--- src/include/dcc_pkg.sv ---
// Purpose: Shared constants and state layout of the display config bank
// Assumes: 32-bit AXI4-Lite data, 16-bit byte addresses
// Notes: All reset values are zero
package dcc_pkg;

   // ----------------------------------------------------------------
   // Register map
   // ----------------------------------------------------------------
   localparam logic [15:0] DCC_GEN_OFS = 16'h8304;
   localparam logic [15:0] DCC_TIM_OFS = 16'h8308;
   localparam logic [15:0] DCC_IRQ_STAT_OFS = 16'h8380;
   localparam logic [15:0] DCC_IRQ_MASK_OFS = 16'h8384;

   // ----------------------------------------------------------------
   // Field positions
   // ----------------------------------------------------------------
   localparam int DCC_FLOAD_BIT = 0;
   localparam int DCC_CURSOR_BIT = 1;
   localparam int DCC_VDIV_BIT = 2;
   localparam int DCC_PAN_BIT = 3;
   localparam int DCC_CMP_BIT = 4;
   localparam int DCC_DEC_BIT = 5;
   localparam int DCC_MUL_LSB = 6;
   localparam int DCC_START_LSB = 8;
   localparam int DCC_END_LSB = 12;
   localparam int DCC_VIDEO_BIT = 28;
   localparam int DCC_PDIV_BIT = 30;
   localparam int DCC_DDIV_BIT = 31;
   localparam int DCC_TIM_RW_W = 20;
   localparam int DCC_IRQ_W = 2;
   localparam int DCC_EVT_VERT = 0;
   localparam int DCC_EVT_URGENT = 1;

   // ----------------------------------------------------------------
   // Encodings and reset values
   // ----------------------------------------------------------------
   localparam logic [1:0] DCC_MUL_LOW = 2'h0;
   localparam logic [1:0] DCC_MUL_HALF = 2'h1;
   localparam logic [1:0] DCC_MUL_ONE = 2'h2;
   localparam logic [1:0] DCC_MUL_TWO = 2'h3;
   localparam logic [1:0] DCC_RESP_OKAY = 2'h0;
   localparam logic [1:0] DCC_RESP_SLVERR = 2'h2;
   localparam logic [31:0] DCC_GEN_RST = 32'h0000_0000;
   localparam logic [19:0] DCC_TIM_RST = 20'h0_0000;

   typedef struct packed {
      logic [31:0] gen;
      logic [19:0] tim;
      logic [1:0] stat;
      logic [1:0] mask;
      logic awready;
      logic wready;
      logic aw_got;
      logic w_got;
      logic [15:0] awaddr;
      logic [31:0] wdata;
      logic [3:0] wstrb;
      logic bvalid;
      logic [1:0] bresp;
      logic arready;
      logic rvalid;
      logic [31:0] rdata;
      logic [1:0] rresp;
      logic dck_s1;
      logic dck_s2;
      logic dck_s3;
      logic mul_ph;
      logic dot_ph;
      logic pix_ph;
      logic dot_en;
      logic pix_en;
      logic vclk;
      logic vclk_ph;
      logic urgent;
      logic [3:0] align;
      logic irq;
   } dcc_state_type;

   localparam dcc_state_type DCC_STATE_RST = '0;

endpackage : dcc_pkg

--- src/rtl/dcc_config_bank.sv ---
// Purpose: Display controller general/timing configuration bank
// Assumes: FIFO depth, scan status and pan strobes come from aclk logic
// Notes: Dot clock pin is sampled, so aclk must exceed 4x its rate
`timescale 1ns/1ns

module dcc_config_bank
#(
   parameter int DEPTH_W = 7
)
(
   // Clock and reset
   input wire logic aclk,
   input wire logic aresetn,
   // AXI4-Lite write
   input wire logic [15:0] s_axi_awaddr,
   input wire logic s_axi_awvalid,
   output logic s_axi_awready,
   input wire logic [31:0] s_axi_wdata,
   input wire logic [3:0] s_axi_wstrb,
   input wire logic s_axi_wvalid,
   output logic s_axi_wready,
   output logic [1:0] s_axi_bresp,
   output logic s_axi_bvalid,
   input wire logic s_axi_bready,
   // AXI4-Lite read
   input wire logic [15:0] s_axi_araddr,
   input wire logic s_axi_arvalid,
   output logic s_axi_arready,
   output logic [31:0] s_axi_rdata,
   output logic [1:0] s_axi_rresp,
   output logic s_axi_rvalid,
   input wire logic s_axi_rready,
   // Dot clock pin and derived enables
   input wire logic dot_clock_in,
   output logic dot_clk_en,
   output logic pix_clk_en,
   // Video port
   output logic video_port_clock_out,
   output logic motion_video_port_on,
   // Display FIFO and memory controller
   input wire logic [DEPTH_W-1:0] fifo_level,
   output logic fifo_load_on,
   output logic fifo_urgent_fill_req,
   // Feature enables
   output logic decompressor_on,
   output logic compressor_on,
   output logic hw_cursor_on,
   // Scan status
   input wire logic vert_active,
   input wire logic vert_irq_evt,
   // Panning
   input wire logic split_cross,
   input wire logic pan_load,
   input wire logic [3:0] pan_align_in,
   output logic [3:0] pixel_align,
   // Interrupt
   output logic irq
);
   import dcc_pkg::*;

   // ----------------------------------------------------------------
   // Helpers
   // ----------------------------------------------------------------
   if (DEPTH_W < 6)
   begin : g_depth_chk
      $error("DEPTH_W too small for a level of 60 entries");
   end

   function automatic logic [DEPTH_W-1:0] level_of(input logic [3:0] field);
      level_of = DEPTH_W'({field, 2'b00});
   endfunction : level_of

   function automatic logic [31:0] merge(input logic [31:0] old,
                                         input logic [31:0] data,
                                         input logic [3:0] strb);
      logic [31:0] res;
      res = old;
      for (int i = 0; i < 4; i++)
      begin
         if (strb[i])
            res[i*8 +: 8] = data[i*8 +: 8];
      end
      merge = res;
   endfunction : merge

   dcc_state_type st_r;
   dcc_state_type st_nxt;
   logic [31:0] wr_val;
   logic [1:0] evt;
   logic mul_pulse;
   logic rise;
   logic fall;

   always_comb
   begin
      st_nxt = st_r;
      wr_val = 32'h0000_0000;
      evt = '0;
      mul_pulse = 1'b0;
      rise = st_r.dck_s2 && !st_r.dck_s3;
      fall = !st_r.dck_s2 && st_r.dck_s3;

      // ----------------------------------------------------------------
      // Write channel
      // ----------------------------------------------------------------
      if (s_axi_awvalid && st_r.awready)
      begin
         st_nxt.aw_got = 1'b1;
         st_nxt.awaddr = s_axi_awaddr;
      end
      if (s_axi_wvalid && st_r.wready)
      begin
         st_nxt.w_got = 1'b1;
         st_nxt.wdata = s_axi_wdata;
         st_nxt.wstrb = s_axi_wstrb;
      end
      if (st_r.bvalid && s_axi_bready)
         st_nxt.bvalid = 1'b0;
      if (st_r.aw_got && st_r.w_got)
      begin
         st_nxt.aw_got = 1'b0;
         st_nxt.w_got = 1'b0;
         st_nxt.bvalid = 1'b1;
         st_nxt.bresp = DCC_RESP_OKAY;
         unique case (st_r.awaddr[15:2])
            DCC_GEN_OFS[15:2]:
               st_nxt.gen = merge(st_r.gen, st_r.wdata, st_r.wstrb);
            DCC_TIM_OFS[15:2]:
            begin
               // Status bits 31:30 are read-only
               wr_val = merge({12'h000, st_r.tim}, st_r.wdata, st_r.wstrb);
               st_nxt.tim = wr_val[DCC_TIM_RW_W-1:0];
            end
            DCC_IRQ_STAT_OFS[15:2]:
            begin
               wr_val = merge(32'h0000_0000, st_r.wdata, st_r.wstrb);
               st_nxt.stat = st_r.stat & ~wr_val[DCC_IRQ_W-1:0];
            end
            DCC_IRQ_MASK_OFS[15:2]:
            begin
               wr_val = merge({30'h0000_0000, st_r.mask}, st_r.wdata, st_r.wstrb);
               st_nxt.mask = wr_val[DCC_IRQ_W-1:0];
            end
            default:
               st_nxt.bresp = DCC_RESP_SLVERR;
         endcase
      end
      st_nxt.awready = !st_nxt.aw_got && !st_nxt.bvalid;
      st_nxt.wready = !st_nxt.w_got && !st_nxt.bvalid;

      // ----------------------------------------------------------------
      // Read channel
      // ----------------------------------------------------------------
      if (st_r.rvalid && s_axi_rready)
         st_nxt.rvalid = 1'b0;
      if (s_axi_arvalid && st_r.arready)
      begin
         st_nxt.rvalid = 1'b1;
         st_nxt.rresp = DCC_RESP_OKAY;
         unique case (s_axi_araddr[15:2])
            DCC_GEN_OFS[15:2]:
               st_nxt.rdata = st_r.gen;
            DCC_TIM_OFS[15:2]:
               st_nxt.rdata = {st_r.stat[DCC_EVT_VERT], !vert_active,
                               10'h000, st_r.tim};
            DCC_IRQ_STAT_OFS[15:2]:
               st_nxt.rdata = {30'h0000_0000, st_r.stat};
            DCC_IRQ_MASK_OFS[15:2]:
               st_nxt.rdata = {30'h0000_0000, st_r.mask};
            default:
            begin
               st_nxt.rdata = 32'h0000_0000;
               st_nxt.rresp = DCC_RESP_SLVERR;
            end
         endcase
      end
      st_nxt.arready = !st_nxt.rvalid;

      // ----------------------------------------------------------------
      // Dot and pixel clock enables
      // ----------------------------------------------------------------
      // The second and third stages feed the edge detector
      st_nxt.dck_s1 = dot_clock_in;
      st_nxt.dck_s2 = st_r.dck_s1;
      st_nxt.dck_s3 = st_r.dck_s2;
      unique case (st_r.gen[DCC_MUL_LSB +: 2])
         DCC_MUL_LOW:
            mul_pulse = 1'b0;
         DCC_MUL_HALF:
         begin
            if (rise)
               st_nxt.mul_ph = !st_r.mul_ph;
            mul_pulse = rise && st_r.mul_ph;
         end
         DCC_MUL_ONE:
            mul_pulse = rise;
         DCC_MUL_TWO:
            mul_pulse = rise || fall;
      endcase
      // Divide stages sit after the multiplier
      st_nxt.dot_en = 1'b0;
      st_nxt.pix_en = 1'b0;
      if (mul_pulse)
      begin
         st_nxt.dot_ph = !st_r.dot_ph;
         st_nxt.dot_en = !st_r.gen[DCC_DDIV_BIT] || st_r.dot_ph;
      end
      if (st_nxt.dot_en)
      begin
         st_nxt.pix_ph = !st_r.pix_ph;
         st_nxt.pix_en = !st_r.gen[DCC_PDIV_BIT] || st_r.pix_ph;
      end

      // ----------------------------------------------------------------
      // Video port clock
      // ----------------------------------------------------------------
      // Held low while the port is off, so no stray edge reaches it
      if (!st_r.gen[DCC_VIDEO_BIT])
      begin
         st_nxt.vclk = 1'b0;
         st_nxt.vclk_ph = 1'b0;
      end
      else if (!st_r.gen[DCC_VDIV_BIT])
         st_nxt.vclk = !st_r.vclk;
      else
      begin
         st_nxt.vclk_ph = !st_r.vclk_ph;
         if (st_r.vclk_ph)
            st_nxt.vclk = !st_r.vclk;
      end

      // ----------------------------------------------------------------
      // Urgent fill request
      // ----------------------------------------------------------------
      if (!st_r.gen[DCC_FLOAD_BIT])
         st_nxt.urgent = 1'b0;
      else if (st_r.urgent && fifo_level >= level_of(st_r.gen[DCC_END_LSB +: 4]))
         st_nxt.urgent = 1'b0;
      else if (!st_r.urgent && fifo_level <= level_of(st_r.gen[DCC_START_LSB +: 4]))
      begin
         st_nxt.urgent = 1'b1;
         evt[DCC_EVT_URGENT] = 1'b1;
      end

      // ----------------------------------------------------------------
      // Pixel alignment
      // ----------------------------------------------------------------
      if (split_cross && st_r.gen[DCC_PAN_BIT])
         st_nxt.align = 4'h0;
      else if (pan_load && !split_cross)
         st_nxt.align = pan_align_in;
      // Crossing with compat off leaves the alignment as is

      // ----------------------------------------------------------------
      // Interrupt status, set beats clear
      // ----------------------------------------------------------------
      evt[DCC_EVT_VERT] = vert_irq_evt;
      st_nxt.stat = st_nxt.stat | evt;
      st_nxt.irq = |(st_nxt.stat & st_nxt.mask);
   end

   always_ff @(posedge aclk)
   begin
      if (!aresetn)
      begin
         st_r <= DCC_STATE_RST;
         st_r.gen <= DCC_GEN_RST;
         st_r.tim <= DCC_TIM_RST;
      end
      else
         st_r <= st_nxt;
   end

   // ----------------------------------------------------------------
   // Outputs
   // ----------------------------------------------------------------
   assign s_axi_awready = st_r.awready;
   assign s_axi_wready = st_r.wready;
   assign s_axi_bvalid = st_r.bvalid;
   assign s_axi_bresp = st_r.bresp;
   assign s_axi_arready = st_r.arready;
   assign s_axi_rvalid = st_r.rvalid;
   assign s_axi_rdata = st_r.rdata;
   assign s_axi_rresp = st_r.rresp;
   assign dot_clk_en = st_r.dot_en;
   assign pix_clk_en = st_r.pix_en;
   assign video_port_clock_out = st_r.vclk;
   assign motion_video_port_on = st_r.gen[DCC_VIDEO_BIT];
   assign fifo_load_on = st_r.gen[DCC_FLOAD_BIT];
   assign fifo_urgent_fill_req = st_r.urgent;
   assign decompressor_on = st_r.gen[DCC_DEC_BIT];
   assign compressor_on = st_r.gen[DCC_CMP_BIT];
   assign hw_cursor_on = st_r.gen[DCC_CURSOR_BIT];
   assign pixel_align = st_r.align;
   assign irq = st_r.irq;
endmodule : dcc_config_bank

--- config.mk ---
export PLATFORM = sky130hd
export DESIGN_NAME = dcc_config_bank
export DESIGN_NICKNAME = d
export VERILOG_FILES = /design/src/include/dcc_pkg.sv /design/src/rtl/dcc_config_bank.sv
export SDC_FILE = /design/constraint.sdc
export NUM_CORES = 1
export LEC_CHECK = 0
export BUFFER_PORTS_ARGS = -buffer_cell sky130_fd_sc_hd__buf_2
export CORE_MARGIN = 5
export CORE_UTILIZATION = 50
export CTS_BUF_LIST = sky130_fd_sc_hd__clkbuf_8
export DETAILED_ROUTE_END_ITERATION = 6
export PLACE_DENSITY = 0.84
export REMOVE_ABC_BUFFERS = 1
export SYNTH_ARGS = -nofsm -noshare
export SYNTH_HDL_FRONTEND = slang
export SYNTH_SLANG_ARGS = --single-unit
--- constraint.sdc ---
create_clock -name aclk -period 1.78 [get_ports aclk]
set_clock_uncertainty 0.05 [all_clocks]
set_input_delay 0.356 -clock aclk [delete_from_list [all_inputs] [get_ports aclk]]
set_output_delay 0.356 -clock aclk [all_outputs]
set_load 0.02 [all_outputs]
==> results by group, run 1 <==
Flow run
  • # Max-Cap Violations: 0

Worst setup path
  • Top cell by count, worst path: nor4b_4
  • Critical Path Start Type: flip-flop
  • Setup CP Type: reg -> reg
  • WP depth: 6
  • Crit path arrival time: roughly 2100 ps
  • CP bufs+invs: 1
  • Worst reg2reg endpoint: irq$_SDFF_PN0_
  • CP max stage cell: dfxtp_2
  • Crit-path cells: nor4b_4 > nand4_1 > buf_4 > nor4b_4 > mux2i_2 > o32ai_1
  • Worst reg2reg startpoint: st_r[95]$_SDFFE_PN0P_
  • CP Capture Type: flip-flop
  • Critical Path RT: just over 2000 ps
  • Worst reg-to-reg setup slack: -70 ps
  • Worst path max stage delay: 340 ps
  • CP max FO: 2
  • R2R cell count: 6
  • Delay-heaviest family, CP: simple AND/OR/NAND/NOR gates

Hold path
  • Worst hold path class: in -> reg
  • Hold-critical path depth: 2
  • Hold path endpoint: st_nxt[14]$_SDFF_PN0_
  • Hold Path Origin: dot_clock_in

CTS
  • Clock sinks: between 150 and 200
  • Hold-fix buffers, CTS: 0
  • CTS tree: built
  • Htree depth: 4
  • Num CTS Buffers: 17
  • Clock latency on the worst-skew pair: 450 ps
  • Clk root buf: clkbuf_8
  • Clock buffer depth: 2
  • Worst-path clk slew: about 80 ps

STA
  • Final Hold Viols: 0
  • Max Slew Vio Count: 0
  • RSZ-0062 raised after global routing: yes
  • Max Fclk: 541 MHz
  • Fin crit period: between 1500 and 2000 ps
  • Tcrit/Tclk final: 1.04
  • Slack of the critical path: -67.9 ps
  • Setup_tns: -75.4 ps
  • WHS: about 63 ps
  • Slew @ Worst Pin: slightly above 500 ps
  • # setup viols final: 2
  • Slew HR: 0.654

Synth
  • Cell type with the largest total area after synthesis: dfxtp_1
  • Post-synthesis sequential area ratio: 0.485
  • Mapped Area: between 0.006 and 0.007 mm²
  • Synth Area in Compound Gates: 0.139
  • Number of synthesized flops with an enable pin: 0
  • Synth top area share: 0.485
  • Cells after Synth: between 700 and 800
  • Number of synthesized register bits: between 150 and 200
  • Post-synthesis xor/xnor area fraction: 0.00780
  • Largest cells by area after synthesis: dfxtp_1 48%, nand2_1 9.9%, a21oi_1 5.3%
  • Synth async-reset ratio: 0
  • Top_reg_cell synth: dfxtp_1
  • Yosys warns: 0
  • Mux cell area share after synthesis: 0.0394
  • Post-Synth Simple-Gate Area: 0.217
  • Largest family of logic cells by synthesized area: simple AND/OR/NAND/NOR gates
  • Adder-Cell Fraction of Synth Area: 0.0167
  • Cell variety after synth: 48
  • Syn Area/Cell: between 8 and 9 µm²

Floorplanning
  • Die X: 126 µm
  • Number of cell rows: between 40 and 50
  • Initial Utilization: 0.509
  • Io pins: roughly 150
  • Die area: around 0.016 mm²
  • Core area: 0.0132 mm²
  • Die Ht: between 100 and 150 µm

Global routing
  • Grt total ovfl: 0
  • GRT Overall Usage: 0.200
  • First-pass GRT wire length: 25700 µm
  • Vias in the first global route: approximately 5400
  • Pin count of the biggest net entering global routing: 71
  • Initial antenna violation count: 1

Finish
  • Number of nets in the layout: roughly 1000
  • Share of cells above drive strength 1: 0.273
  • Synth-to-Final Area Change: 19.5%
  • Fin area: between 0.008 and 0.009 mm²
  • Layout fillers: about 1200
  • Final Core Density: 0.608
  • Non-filler cells, final: 1086

Power
  • Power Density: roughly 910 mW/mm²
  • Leak Pwr: 3.32 nW
  • Worst VDD drop: ~0.5 mV

Drt
  • Via-to-Cell Ratio: around 5.2
  • Vias: 5654
  • Wire length after detailed routing: about 16000 µm
  • Drt initial violations: between 400 and 500
  • DRT Pass-1 Iters: 5
  • Remaining DRCs: 0
  • Final ANT Viol Nets: 0
  • Routed WL per cell: 15.0 µm

Placement
  • Post-detail-place hpwl: roughly 11000 µm
  • Placed insts: ~1000
  • Routability cong.: 0.826
  • Port bufs: about 140
  • Area of placed instances: around 0.0075 mm²

Run status
  • Run status: complete, but fails checks
  • Failing checks: setup timing
[layer usage]
metal | global-route usage | share of wire | vias to the layer above
met5 | 0 | 0 | -
met4 | 0.0845 | 0.029 | 0
met3 | 0.0576 | 0.065 | 42
met2 | 0.337 | 0.49 | 169
met1 | 0.238 | 0.42 | 2615
li1 | - | - | 2828
[worst register-to-register path, stage by stage, from the launching register on]
cell and delay [ps]:
dfxtp_2 340, nor4b_4 290, nand4_1 180, buf_4 190
nor4b_4 300, mux2i_2 280, o32ai_1 110
[how the worst max path moves through the flow]
| stage | from | endpoint |
|---|---|---|
| 2_1_floorplan | aresetn | s_axi_rdata[10]$_SDFFE_PN0P_ |
| 3_3_place_gp | s_axi_araddr[5] | s_axi_rdata[31]$_SDFFE_PN0P_ |
| 3_5_place_dp | s_axi_araddr[5] | s_axi_rdata[21]$_SDFFE_PN0P_ |
| 4_1_cts | st_r[97]$_SDFFE_PN0P_ | irq$_SDFF_PN0_ |
| 5_1_grt | st_r[95]$_SDFFE_PN0P_ | irq$_SDFF_PN0_ |
| 6_report | st_r[95]$_SDFFE_PN0P_ | irq$_SDFF_PN0_ |
[cell usage after synthesis, types with 4 or more instances]
library cell,instances
a21oi_1,71
a22oi_1,25
and2_1,8
and4_1,4
buf_2,4
buf_4,40
buf_6,8
clkbuf_1,31
dfxtp_1,163
ha_1,9
inv_1,14
mux2_2,4
mux2i_1,22
nand2_1,178
nand2b_1,5
nand3_1,40
nand3_2,7
nor2_1,43
nor3_1,6
o21ai_0,27
o21ai_1,25
o21ai_2,6
xnor2_1,5
[cell type report]
class,count,area (µm²),area share
Antenna cell,1,2.50,0.000311
Multi-Input combinational cell,519,2900,0.361
Clock buffer,19,262,0.0325
Clock inverter,13,193,0.0239
Sequential cell,163,3270,0.406
Tap cell,176,220,0.0274
Inverter,15,57.6,0.00715
Timing Repair Buffer,180,1140,0.142
[cell families (layout without fill, tap and decap cells)]
| logic type | Yosys count | in the layout |
|---|---|---|
| adders and majority gates | 9 | 9 |
| muxes | 26 | 26 |
| and+or+nand+nor | 311 | 312 |
| xor gates and xnor gates | 6 | 6 |
| buffers and inverters | 104 | 227 |
| AOI/OAI and AO/OA | 164 | 164 |
| DFF | 163 | 163 |
| other | 1 | 3 |
[where the power goes]
| part | switching, mW | internal (mW) |
|---|---|---|
| clock | 1.38 | 1.63 |
| sequential | 0.0546 | 3.72 |
| combinational | 0.297 | 0.211 |
[through the flow]
step           power, mW  setup WS (ps)
3_3_place_gp        4.34          -77.1
5_1_grt             7.59           -119
3_5_place_dp        4.36           -136
2_1_floorplan       4.07          -1420
4_1_cts             7.35          -18.7
6_report            7.29          -67.9
[state kept, by name, indices dropped and copies added, names as in the netlist, 2 cells and up]
signal / count
s_axi_rdata: 32
st_r: 108
pixel_align: 4
st_nxt: 2
[cells in the final DEF, fill, tap and decap left out, types with 3 or more instances in the layout]
cell type  count
nand2_1      178
dfxtp_1      161
buf_2        139
a21oi_1       71
nor2_1        41
nand3_1       39
buf_4         28
o21ai_0       26
o21ai_1       26
a22oi_1       25
mux2i_1       21
clkbuf_8      19
inv_1         13
buf_12        11
ha_1           9
and2_1         8
nand3_2        8
nor3_1         6
o21ai_2        6
nand2b_1       5
xnor2_1        5
inv_6          5
nor4b_4        4
bufinv_16      4
mux2_2         3
and4_1         3
nor2b_1        3
[timing repair]
action | in CTS | in global routing
pin swaps | 2 | 4
endpoints found under the hold margin | 0 | 0
resized for setup | 3 | 12
cloned | 0 | 2
setup endpoints to repair | 3 | 27
setup buffers | 0 | 2
Note: power is estimated with default switching activity, not from simulation.
==> run 2: changes to the inputs <==
--- a/config.mk
+++ b/config.mk
@@ -10,6 +10,7 @@
 export CORE_UTILIZATION = 50
 export CTS_BUF_LIST = sky130_fd_sc_hd__clkbuf_8
 export DETAILED_ROUTE_END_ITERATION = 6
+export HOLD_SLACK_MARGIN = 0.12
 export PLACE_DENSITY = 0.84
 export REMOVE_ABC_BUFFERS = 1
 export SYNTH_ARGS = -nofsm -noshare
==> results by group, run 2 (same netlist as run 1, synthesis figures left out) <==
Run status
  • Run status: complete, but fails checks (unchanged)
  • Failing checks: setup timing (unchanged)

STA
  • WHS: 150 ps (was 63.2 ps)
  • RSZ-0062 raised after global routing: yes (unchanged)
  • Max Fclk: 537 MHz (was 541 MHz)
  • Max Slew Vio Count: 0 (unchanged)
  • Slack of the critical path: -80.6 ps (was -67.9 ps)
  • Tcrit/Tclk final: 1.05 (was 1.04)
  • # setup viols final: 3 (was 2)
  • Slew @ Worst Pin: 512 ps (was 516 ps)
  • Slew HR: 0.656 (was 0.654)
  • Final Hold Viols: 0 (unchanged)
  • Fin crit period: 1860 ps (was 1850 ps)

Finish
  • Final Core Density: 0.649 (was 0.608)
  • Layout fillers: 1112 (was 1173)
  • Share of cells above drive strength 1: 0.257 (was 0.273)
  • Reg with most FFs: st_r (unchanged)
  • Number of nets in the layout: 1051 (was 996)
  • Synth-to-Final Area Change: 27.7% (was 19.5%)
  • Multi-input logic area: 0.00290 mm² (unchanged)
  • Sequential cell area: 0.00327 mm² (unchanged)
  • Most common cell after layout, fill and taps aside: nand2_1 (unchanged)
  • Commonest non-fill, non-tap cells in the layout: 178 x nand2_1, 161 x dfxtp_1, 139 x buf_2 (unchanged)
  • Max reg flops: 108 (unchanged)

Global routing
  • GRT Overall Usage: 0.208 (was 0.200)
  • Grt total ovfl: 0 (unchanged)
  • First-pass GRT wire length: 26900 µm (was 25700 µm)
  • Pin count of the biggest net entering global routing: 71 (unchanged)
  • Initial antenna violation count: 1 (unchanged)
  • Vias in the first global route: 5691 (was 5370)

Power
  • Internal power: 5.64 mW (was 5.56 mW)
  • Logic pwr share: 0.082 (was 0.070)
  • Seq pwr share: 0.511 (was 0.518)
  • P_sw: 1.76 mW (was 1.73 mW)
  • Power Density: 860 mW/mm² (was 906 mW/mm²)
  • Worst VDD drop: 0.500 mV (was 0.503 mV)
  • Clock share of power: 0.407 (was 0.412)
  • Switching portion of total power: 0.238 (about the same)
  • Leak Pwr: 3.55 nW (was 3.32 nW)

Drt
  • Remaining DRCs: 0 (unchanged)
  • Final ANT Viol Nets: 0 (unchanged)
  • Vias: 5896 (was 5654)
  • Wire length after detailed routing: 16900 µm (was 16300 µm)
  • Routed WL per cell: 14.9 µm (was 15.0 µm)
  • Via-to-Cell Ratio: 5.17 (was 5.21)
  • DRT Pass-1 Iters: 5 (unchanged)
  • Drt initial violations: 418 (was 433)

Floorplanning
  • Io pins: 146 (unchanged)
  • Die Ht: 126 µm (unchanged)
  • Core area: 0.0132 mm² (unchanged)
  • Die X: 126 µm (unchanged)
  • Die area: 0.0159 mm² (unchanged)
  • Initial Utilization: 0.509 (unchanged)
  • Number of cell rows: 42 (unchanged)

CTS
  • Clk root buf: clkbuf_8 (unchanged)
  • Worst-path clk slew: 90 ps (was 80 ps)
  • Htree depth: 4 (unchanged)
  • Clock latency on the worst-skew pair: 450 ps (about the same)
  • Num CTS Buffers: 17 (unchanged)
  • Clock buffer depth: 2 (unchanged)
  • CTS tree: built (unchanged)
  • Clock sinks: 163 (unchanged)

Worst setup path
  • Worst reg2reg endpoint: irq$_SDFF_PN0_ (unchanged)
  • Crit path arrival time: 2140 ps (was 2130 ps)
  • Setup CP Type: reg -> reg (unchanged)
  • CP max FO: 2 (unchanged)
  • R2R cell count: 6 (unchanged)
  • Worst reg2reg startpoint: st_r[95]$_SDFFE_PN0P_ (unchanged)
  • Worst reg-to-reg setup slack: -80 ps (was -70 ps)
  • CP Capture Type: flip-flop (unchanged)
  • Critical Path Start Type: flip-flop (unchanged)
  • Critical Path RT: 2060 ps (about the same)

Flow run
  • # Max-Cap Violations: 0 (unchanged)

Hold path
  • Worst hold path class: in -> reg (unchanged)
  • Hold Path Origin: s_axi_bready (was dot_clock_in)
  • Hold-critical path depth: 3 (was 2)
  • Hold path endpoint: s_axi_bvalid$_SDFF_PN0_ (was st_nxt[14]$_SDFF_PN0_)

Placement
  • Port bufs: 139 (unchanged)
  • Routability cong.: 0.826 (unchanged)
  • Post-detail-place hpwl: 11100 µm (unchanged)
run 2: layout make-up:
cell class,instances,share of cell area
flip-flops and latches,163,0.380
multi-input cells,519,0.338
repair buffers,235,0.197
clock buffers,19,0.0304
well taps,176,0.0256
clock inverters,13,0.0224
inverters,15,0.00669
diodes,1,0.000291
run 2: metal layers:
layer | global-route usage | wire length (µm) | up-vias | share of wire
met2 | 0.355 | 8310 | 193 | 0.49
met5 | 0 | 0 | - | 0
met3 | 0.0512 | 1020 | 38 | 0.060
met1 | 0.247 | 7080 | 2727 | 0.42
li1 | - | - | 2938 | -
met4 | 0.0946 | 534 | 0 | 0.032
run 2: power by group through the flow:
stage	logic [mW]	clock network (mW)	registers, mW
4_1_cts	0.600	3.07	3.77
3_5_place_dp	0.504	0	3.86
2_1_floorplan	0.209	0	3.87
5_1_grt	0.663	3.24	3.79
6_report	0.605	3.01	3.78
3_3_place_gp	0.492	0	3.85
run 2: through the flow:
| step | setup TNS [ps] | total power [mW] | setup WS, ps | instances | area, µm² |
|---|---|---|---|---|---|
| 2_1_floorplan | -70270 | 4.07 | -1420 | 696 | 6150 |
| 3_3_place_gp | -2080 | 4.34 | -77.1 | 1049 | 7490 |
| 3_5_place_dp | -3020 | 4.36 | -136 | 1049 | 7490 |
| 4_1_cts | -18.7 | 7.44 | -18.7 | 1136 | 8520 |
| 5_1_grt | -882 | 7.69 | -119 | 1141 | 8600 |
| 6_report | -108 | 7.39 | -80.6 | 1141 | 8600 |
run 2: worst max-delay path, cell delays in order (launching register included):
cell	delay, ps
dfxtp_2	340
nor4b_4	290
nand4_1	180
buf_4	190
nor4b_4	300
mux2i_2	280
o32ai_1	110
run 2: how the worst max path moves through the flow:
stage	start	end	slack, ps
after floorplan	aresetn	s_axi_rdata[10]$_SDFFE_PN0P_	-1420
after global placement	s_axi_araddr[5]	s_axi_rdata[31]$_SDFFE_PN0P_	-80
after detailed placement	s_axi_araddr[5]	s_axi_rdata[21]$_SDFFE_PN0P_	-140
after CTS	st_r[97]$_SDFFE_PN0P_	irq$_SDFF_PN0_	-20
after global routing	st_r[95]$_SDFFE_PN0P_	irq$_SDFF_PN0_	-120
final	st_r[95]$_SDFFE_PN0P_	irq$_SDFF_PN0_	-80
run 2: what timing repair did:
action / CTS / global route
pin swaps: 2 / 4
hold buffers: 55 / 0
hold endpoints to repair: 55 / 0
gates cloned: 0 / 2
resized for setup: 3 / 12
setup buffers: 0 / 2
setup endpoints to repair: 3 / 27
==> run 3: changes to the inputs <==
--- a/config.mk
+++ b/config.mk
@@ -10,6 +10,7 @@
 export CORE_UTILIZATION = 50
 export CTS_BUF_LIST = sky130_fd_sc_hd__clkbuf_8
 export DETAILED_ROUTE_END_ITERATION = 6
+export GPL_TIMING_DRIVEN = 0
 export HOLD_SLACK_MARGIN = 0.12
 export PLACE_DENSITY = 0.84
 export REMOVE_ABC_BUFFERS = 1
==> results by group, run 3 (same netlist as run 1, synthesis figures left out) <==
Worst setup path
  • Setup CP Type: reg -> reg (unchanged)
  • Worst reg2reg endpoint: irq$_SDFF_PN0_ (unchanged)
  • Worst reg2reg startpoint: st_r[97]$_SDFFE_PN0P_ (was st_r[95]$_SDFFE_PN0P_)
  • R2R cell count: 5 (was 6)
  • Worst path max stage delay: 400 ps (was 340 ps)
  • CP Capture Type: flip-flop (unchanged)
  • CP bufs+invs: 0 (was 1)
  • Critical Path Start Type: flip-flop (unchanged)
  • Delay-heaviest family, CP: simple AND/OR/NAND/NOR gates (unchanged)
  • Crit path arrival time: 2160 ps (was 2140 ps)
  • Critical Path RT: 2090 ps (was 2060 ps)
  • CP max FO: 3 (was 2)
  • CP max stage cell: mux2_2 (was dfxtp_2)
  • Worst reg-to-reg setup slack: -70 ps (was -80 ps)
  • Crit-path cells: nor4b_4 > nand4_1 > nor4b_2 > mux2_2 > o32ai_2 (was nor4b_4 > nand4_1 > buf_4 > nor4b_4 > mux2i_2 > o32ai_1)

Floorplanning
  • Die area: 0.0159 mm² (unchanged)
  • Number of cell rows: 42 (unchanged)
  • Die Ht: 126 µm (unchanged)
  • Die X: 126 µm (unchanged)
  • Initial Utilization: 0.509 (unchanged)
  • Core area: 0.0132 mm² (unchanged)
  • Io pins: 146 (unchanged)

Global routing
  • GR Util met2: 0.353 (was 0.355)
  • First-pass GRT wire length: 26600 µm (was 26900 µm)
  • Initial antenna violation count: 1 (unchanged)
  • GRT Overall Usage: 0.209 (was 0.208)
  • GR Util met1: 0.255 (was 0.247)
  • Pin count of the biggest net entering global routing: 76 (was 71)
  • Global route hottest layer: met2 (unchanged)
  • Met3 track demand over resource: 0.0500 (was 0.0512)
  • Grt total ovfl: 0 (unchanged)
  • Vias in the first global route: 5406 (was 5691)

Drt
  • Via-to-Cell Ratio: 5.18 (was 5.17)
  • DRT Pass-1 Iters: 5 (unchanged)
  • Final ANT Viol Nets: 0 (unchanged)
  • Remaining DRCs: 0 (unchanged)
  • Wire length after detailed routing: 17300 µm (was 16900 µm)
  • Drt initial violations: 320 (was 418)
  • Vias: 5766 (was 5896)
  • Routed WL per cell: 15.5 µm (was 14.9 µm)

Flow run
  • # Max-Cap Violations: 0 (unchanged)

CTS
  • Worst-path clk slew: 80 ps (was 90 ps)
  • Htree depth: 4 (unchanged)
  • Clock latency on the worst-skew pair: 450 ps (about the same)
  • Clock buffer depth: 2 (unchanged)
  • Num CTS Buffers: 17 (unchanged)
  • Clock sinks: 163 (unchanged)
  • Clk root buf: clkbuf_8 (unchanged)
  • CTS tree: built (unchanged)

STA
  • # setup viols final: 3 (unchanged)
  • Tcrit/Tclk final: 1.04 (was 1.05)
  • Fin crit period: 1850 ps (was 1860 ps)
  • Max Fclk: 542 MHz (was 537 MHz)
  • Final Hold Viols: 0 (unchanged)
  • Slack of the critical path: -65.2 ps (was -80.6 ps)
  • WHS: 170 ps (was 150 ps)
  • Max Slew Vio Count: 0 (unchanged)
  • RSZ-0062 raised after global routing: yes (unchanged)
  • Slew @ Worst Pin: 824 ps (was 512 ps)
  • Slew HR: 0.449 (was 0.656)

Run status
  • Failing checks: setup timing (unchanged)
  • Run status: complete, but fails checks (unchanged)

Finish
  • Most common cell after layout, fill and taps aside: nand2_1 (unchanged)
  • Commonest non-fill, non-tap cells in the layout: 177 x nand2_1, 160 x dfxtp_1, 138 x buf_2 (was 178 x nand2_1, 161 x dfxtp_1, 139 x buf_2)
  • Number of nets in the layout: 1024 (was 1051)
  • Max reg flops: 108 (unchanged)
  • Synth-to-Final Area Change: 24.6% (was 27.7%)
  • Reg with most FFs: st_r (unchanged)
  • Share of cells above drive strength 1: 0.241 (was 0.257)
  • Layout fillers: 1129 (was 1112)

Placement
  • Routability cong.: 0.775 (was 0.826)
  • Dpl ws: -1930 ps (was -136 ps)
  • Port bufs: 139 (unchanged)
  • Post-detail-place hpwl: 10400 µm (was 11100 µm)

Power
  • Power Density: 865 mW/mm² (was 860 mW/mm²)
  • Leak Pwr: 3.40 nW (was 3.55 nW)
  • Worst VDD drop: 0.631 mV (was 0.500 mV)

Hold path
  • Hold path endpoint: fifo_urgent_fill_req$_SDFFE_PP0P_ (was s_axi_bvalid$_SDFF_PN0_)
  • Hold-critical path depth: 4 (was 3)
  • Worst hold path class: in -> reg (unchanged)
  • Hold Path Origin: fifo_level[6] (was s_axi_bready)
-- run 3: cell types whose count changed in the layout (fill, tap and decap cells not counted), sizes merged --
cell and delta:
inv -1, buf -30, clkinv +3, and4 +2, nand4 -1, dlygate4sd3 +3
clkbuf -1, clkinvlp -2
-- run 3: where the power goes --
group | leakage [nW] | internal (mW) | total [mW] | switching [mW]
sequential | 1.32 | 3.72 | 3.78 | 0.0620
combinational | 1.85 | 0.263 | 0.577 | 0.314
clock | 0.234 | 1.58 | 2.89 | 1.31
total | 3.40 | 5.57 | 7.25 | 1.69
-- run 3: cell type report --
| class | instances | area, µm² | share of cell area |
|---|---|---|---|
| flip-flops and latches | 163 | 3270 | 0.389 |
| clock buffers | 19 | 262 | 0.0312 |
| repair buffers | 207 | 1420 | 0.169 |
| well taps | 176 | 220 | 0.0262 |
| inverters | 15 | 68.8 | 0.00820 |
| diodes | 1 | 2.50 | 0.000298 |
| clock inverters | 13 | 168 | 0.0200 |
| multi-input cells | 520 | 2980 | 0.356 |
-- run 3: stage by stage --
| stage | utilization | area (µm²) | setup TNS, ps | total power, mW | cells |
|---|---|---|---|---|---|
| floorplan | - | 6150 | -70270 | 4.07 | 696 |
| global placement | 0.534 | 7070 | -414110 | 4.29 | 1011 |
| detailed placement | 0.540 | 7150 | -171810 | 4.31 | 1016 |
| CTS | 0.626 | 8290 | -13.3 | 7.29 | 1108 |
| global route | 0.634 | 8390 | -531 | 7.52 | 1114 |
| finish | 0.634 | 8390 | -81.5 | 7.25 | 1114 |
-- run 3: worst max path at each step --
stage          cells past startpoint  slack (ps)             startpoint                           end
3_3_place_gp                       5       -5000                aresetn   s_axi_rdata[9]$_SDFFE_PN0P_
4_1_cts                            5         -10  st_r[97]$_SDFFE_PN0P_                irq$_SDFF_PN0_
5_1_grt                            5         -90  st_r[97]$_SDFFE_PN0P_                irq$_SDFF_PN0_
2_1_floorplan                      4       -1420                aresetn  s_axi_rdata[10]$_SDFFE_PN0P_
3_5_place_dp                       7       -1930                aresetn   s_axi_rdata[2]$_SDFFE_PN0P_
6_report                           5         -70  st_r[97]$_SDFFE_PN0P_                irq$_SDFF_PN0_
-- run 3: worst min-delay path, delay by kind of cell --
family	cells	cell delay [ps]
simple gates	2	110
compound gates	1	50
buf+inv	1	100
-- run 3: timing repair --
| item | 4_1_cts | 5_1_grt |
|---|---|---|
| cloned | 0 | 2 |
| hold buffers | 58 | 0 |
| setup buffers | 2 | 3 |
| setup endpoints to repair | 151 | 61 |
| resized for setup | 25 | 12 |
| hold endpoints to repair | 58 | 0 |
| pin swaps | 5 | 7 |
-- run 3: metal layers --
metal  wire [µm]  vias to the layer above  part of all wire
li1            -                     2890                 -
met1        7410                     2670              0.43
met2        8490                      177              0.49
met3         970                       29             0.056
met4         388                        0             0.022
met5           0                        -                 0
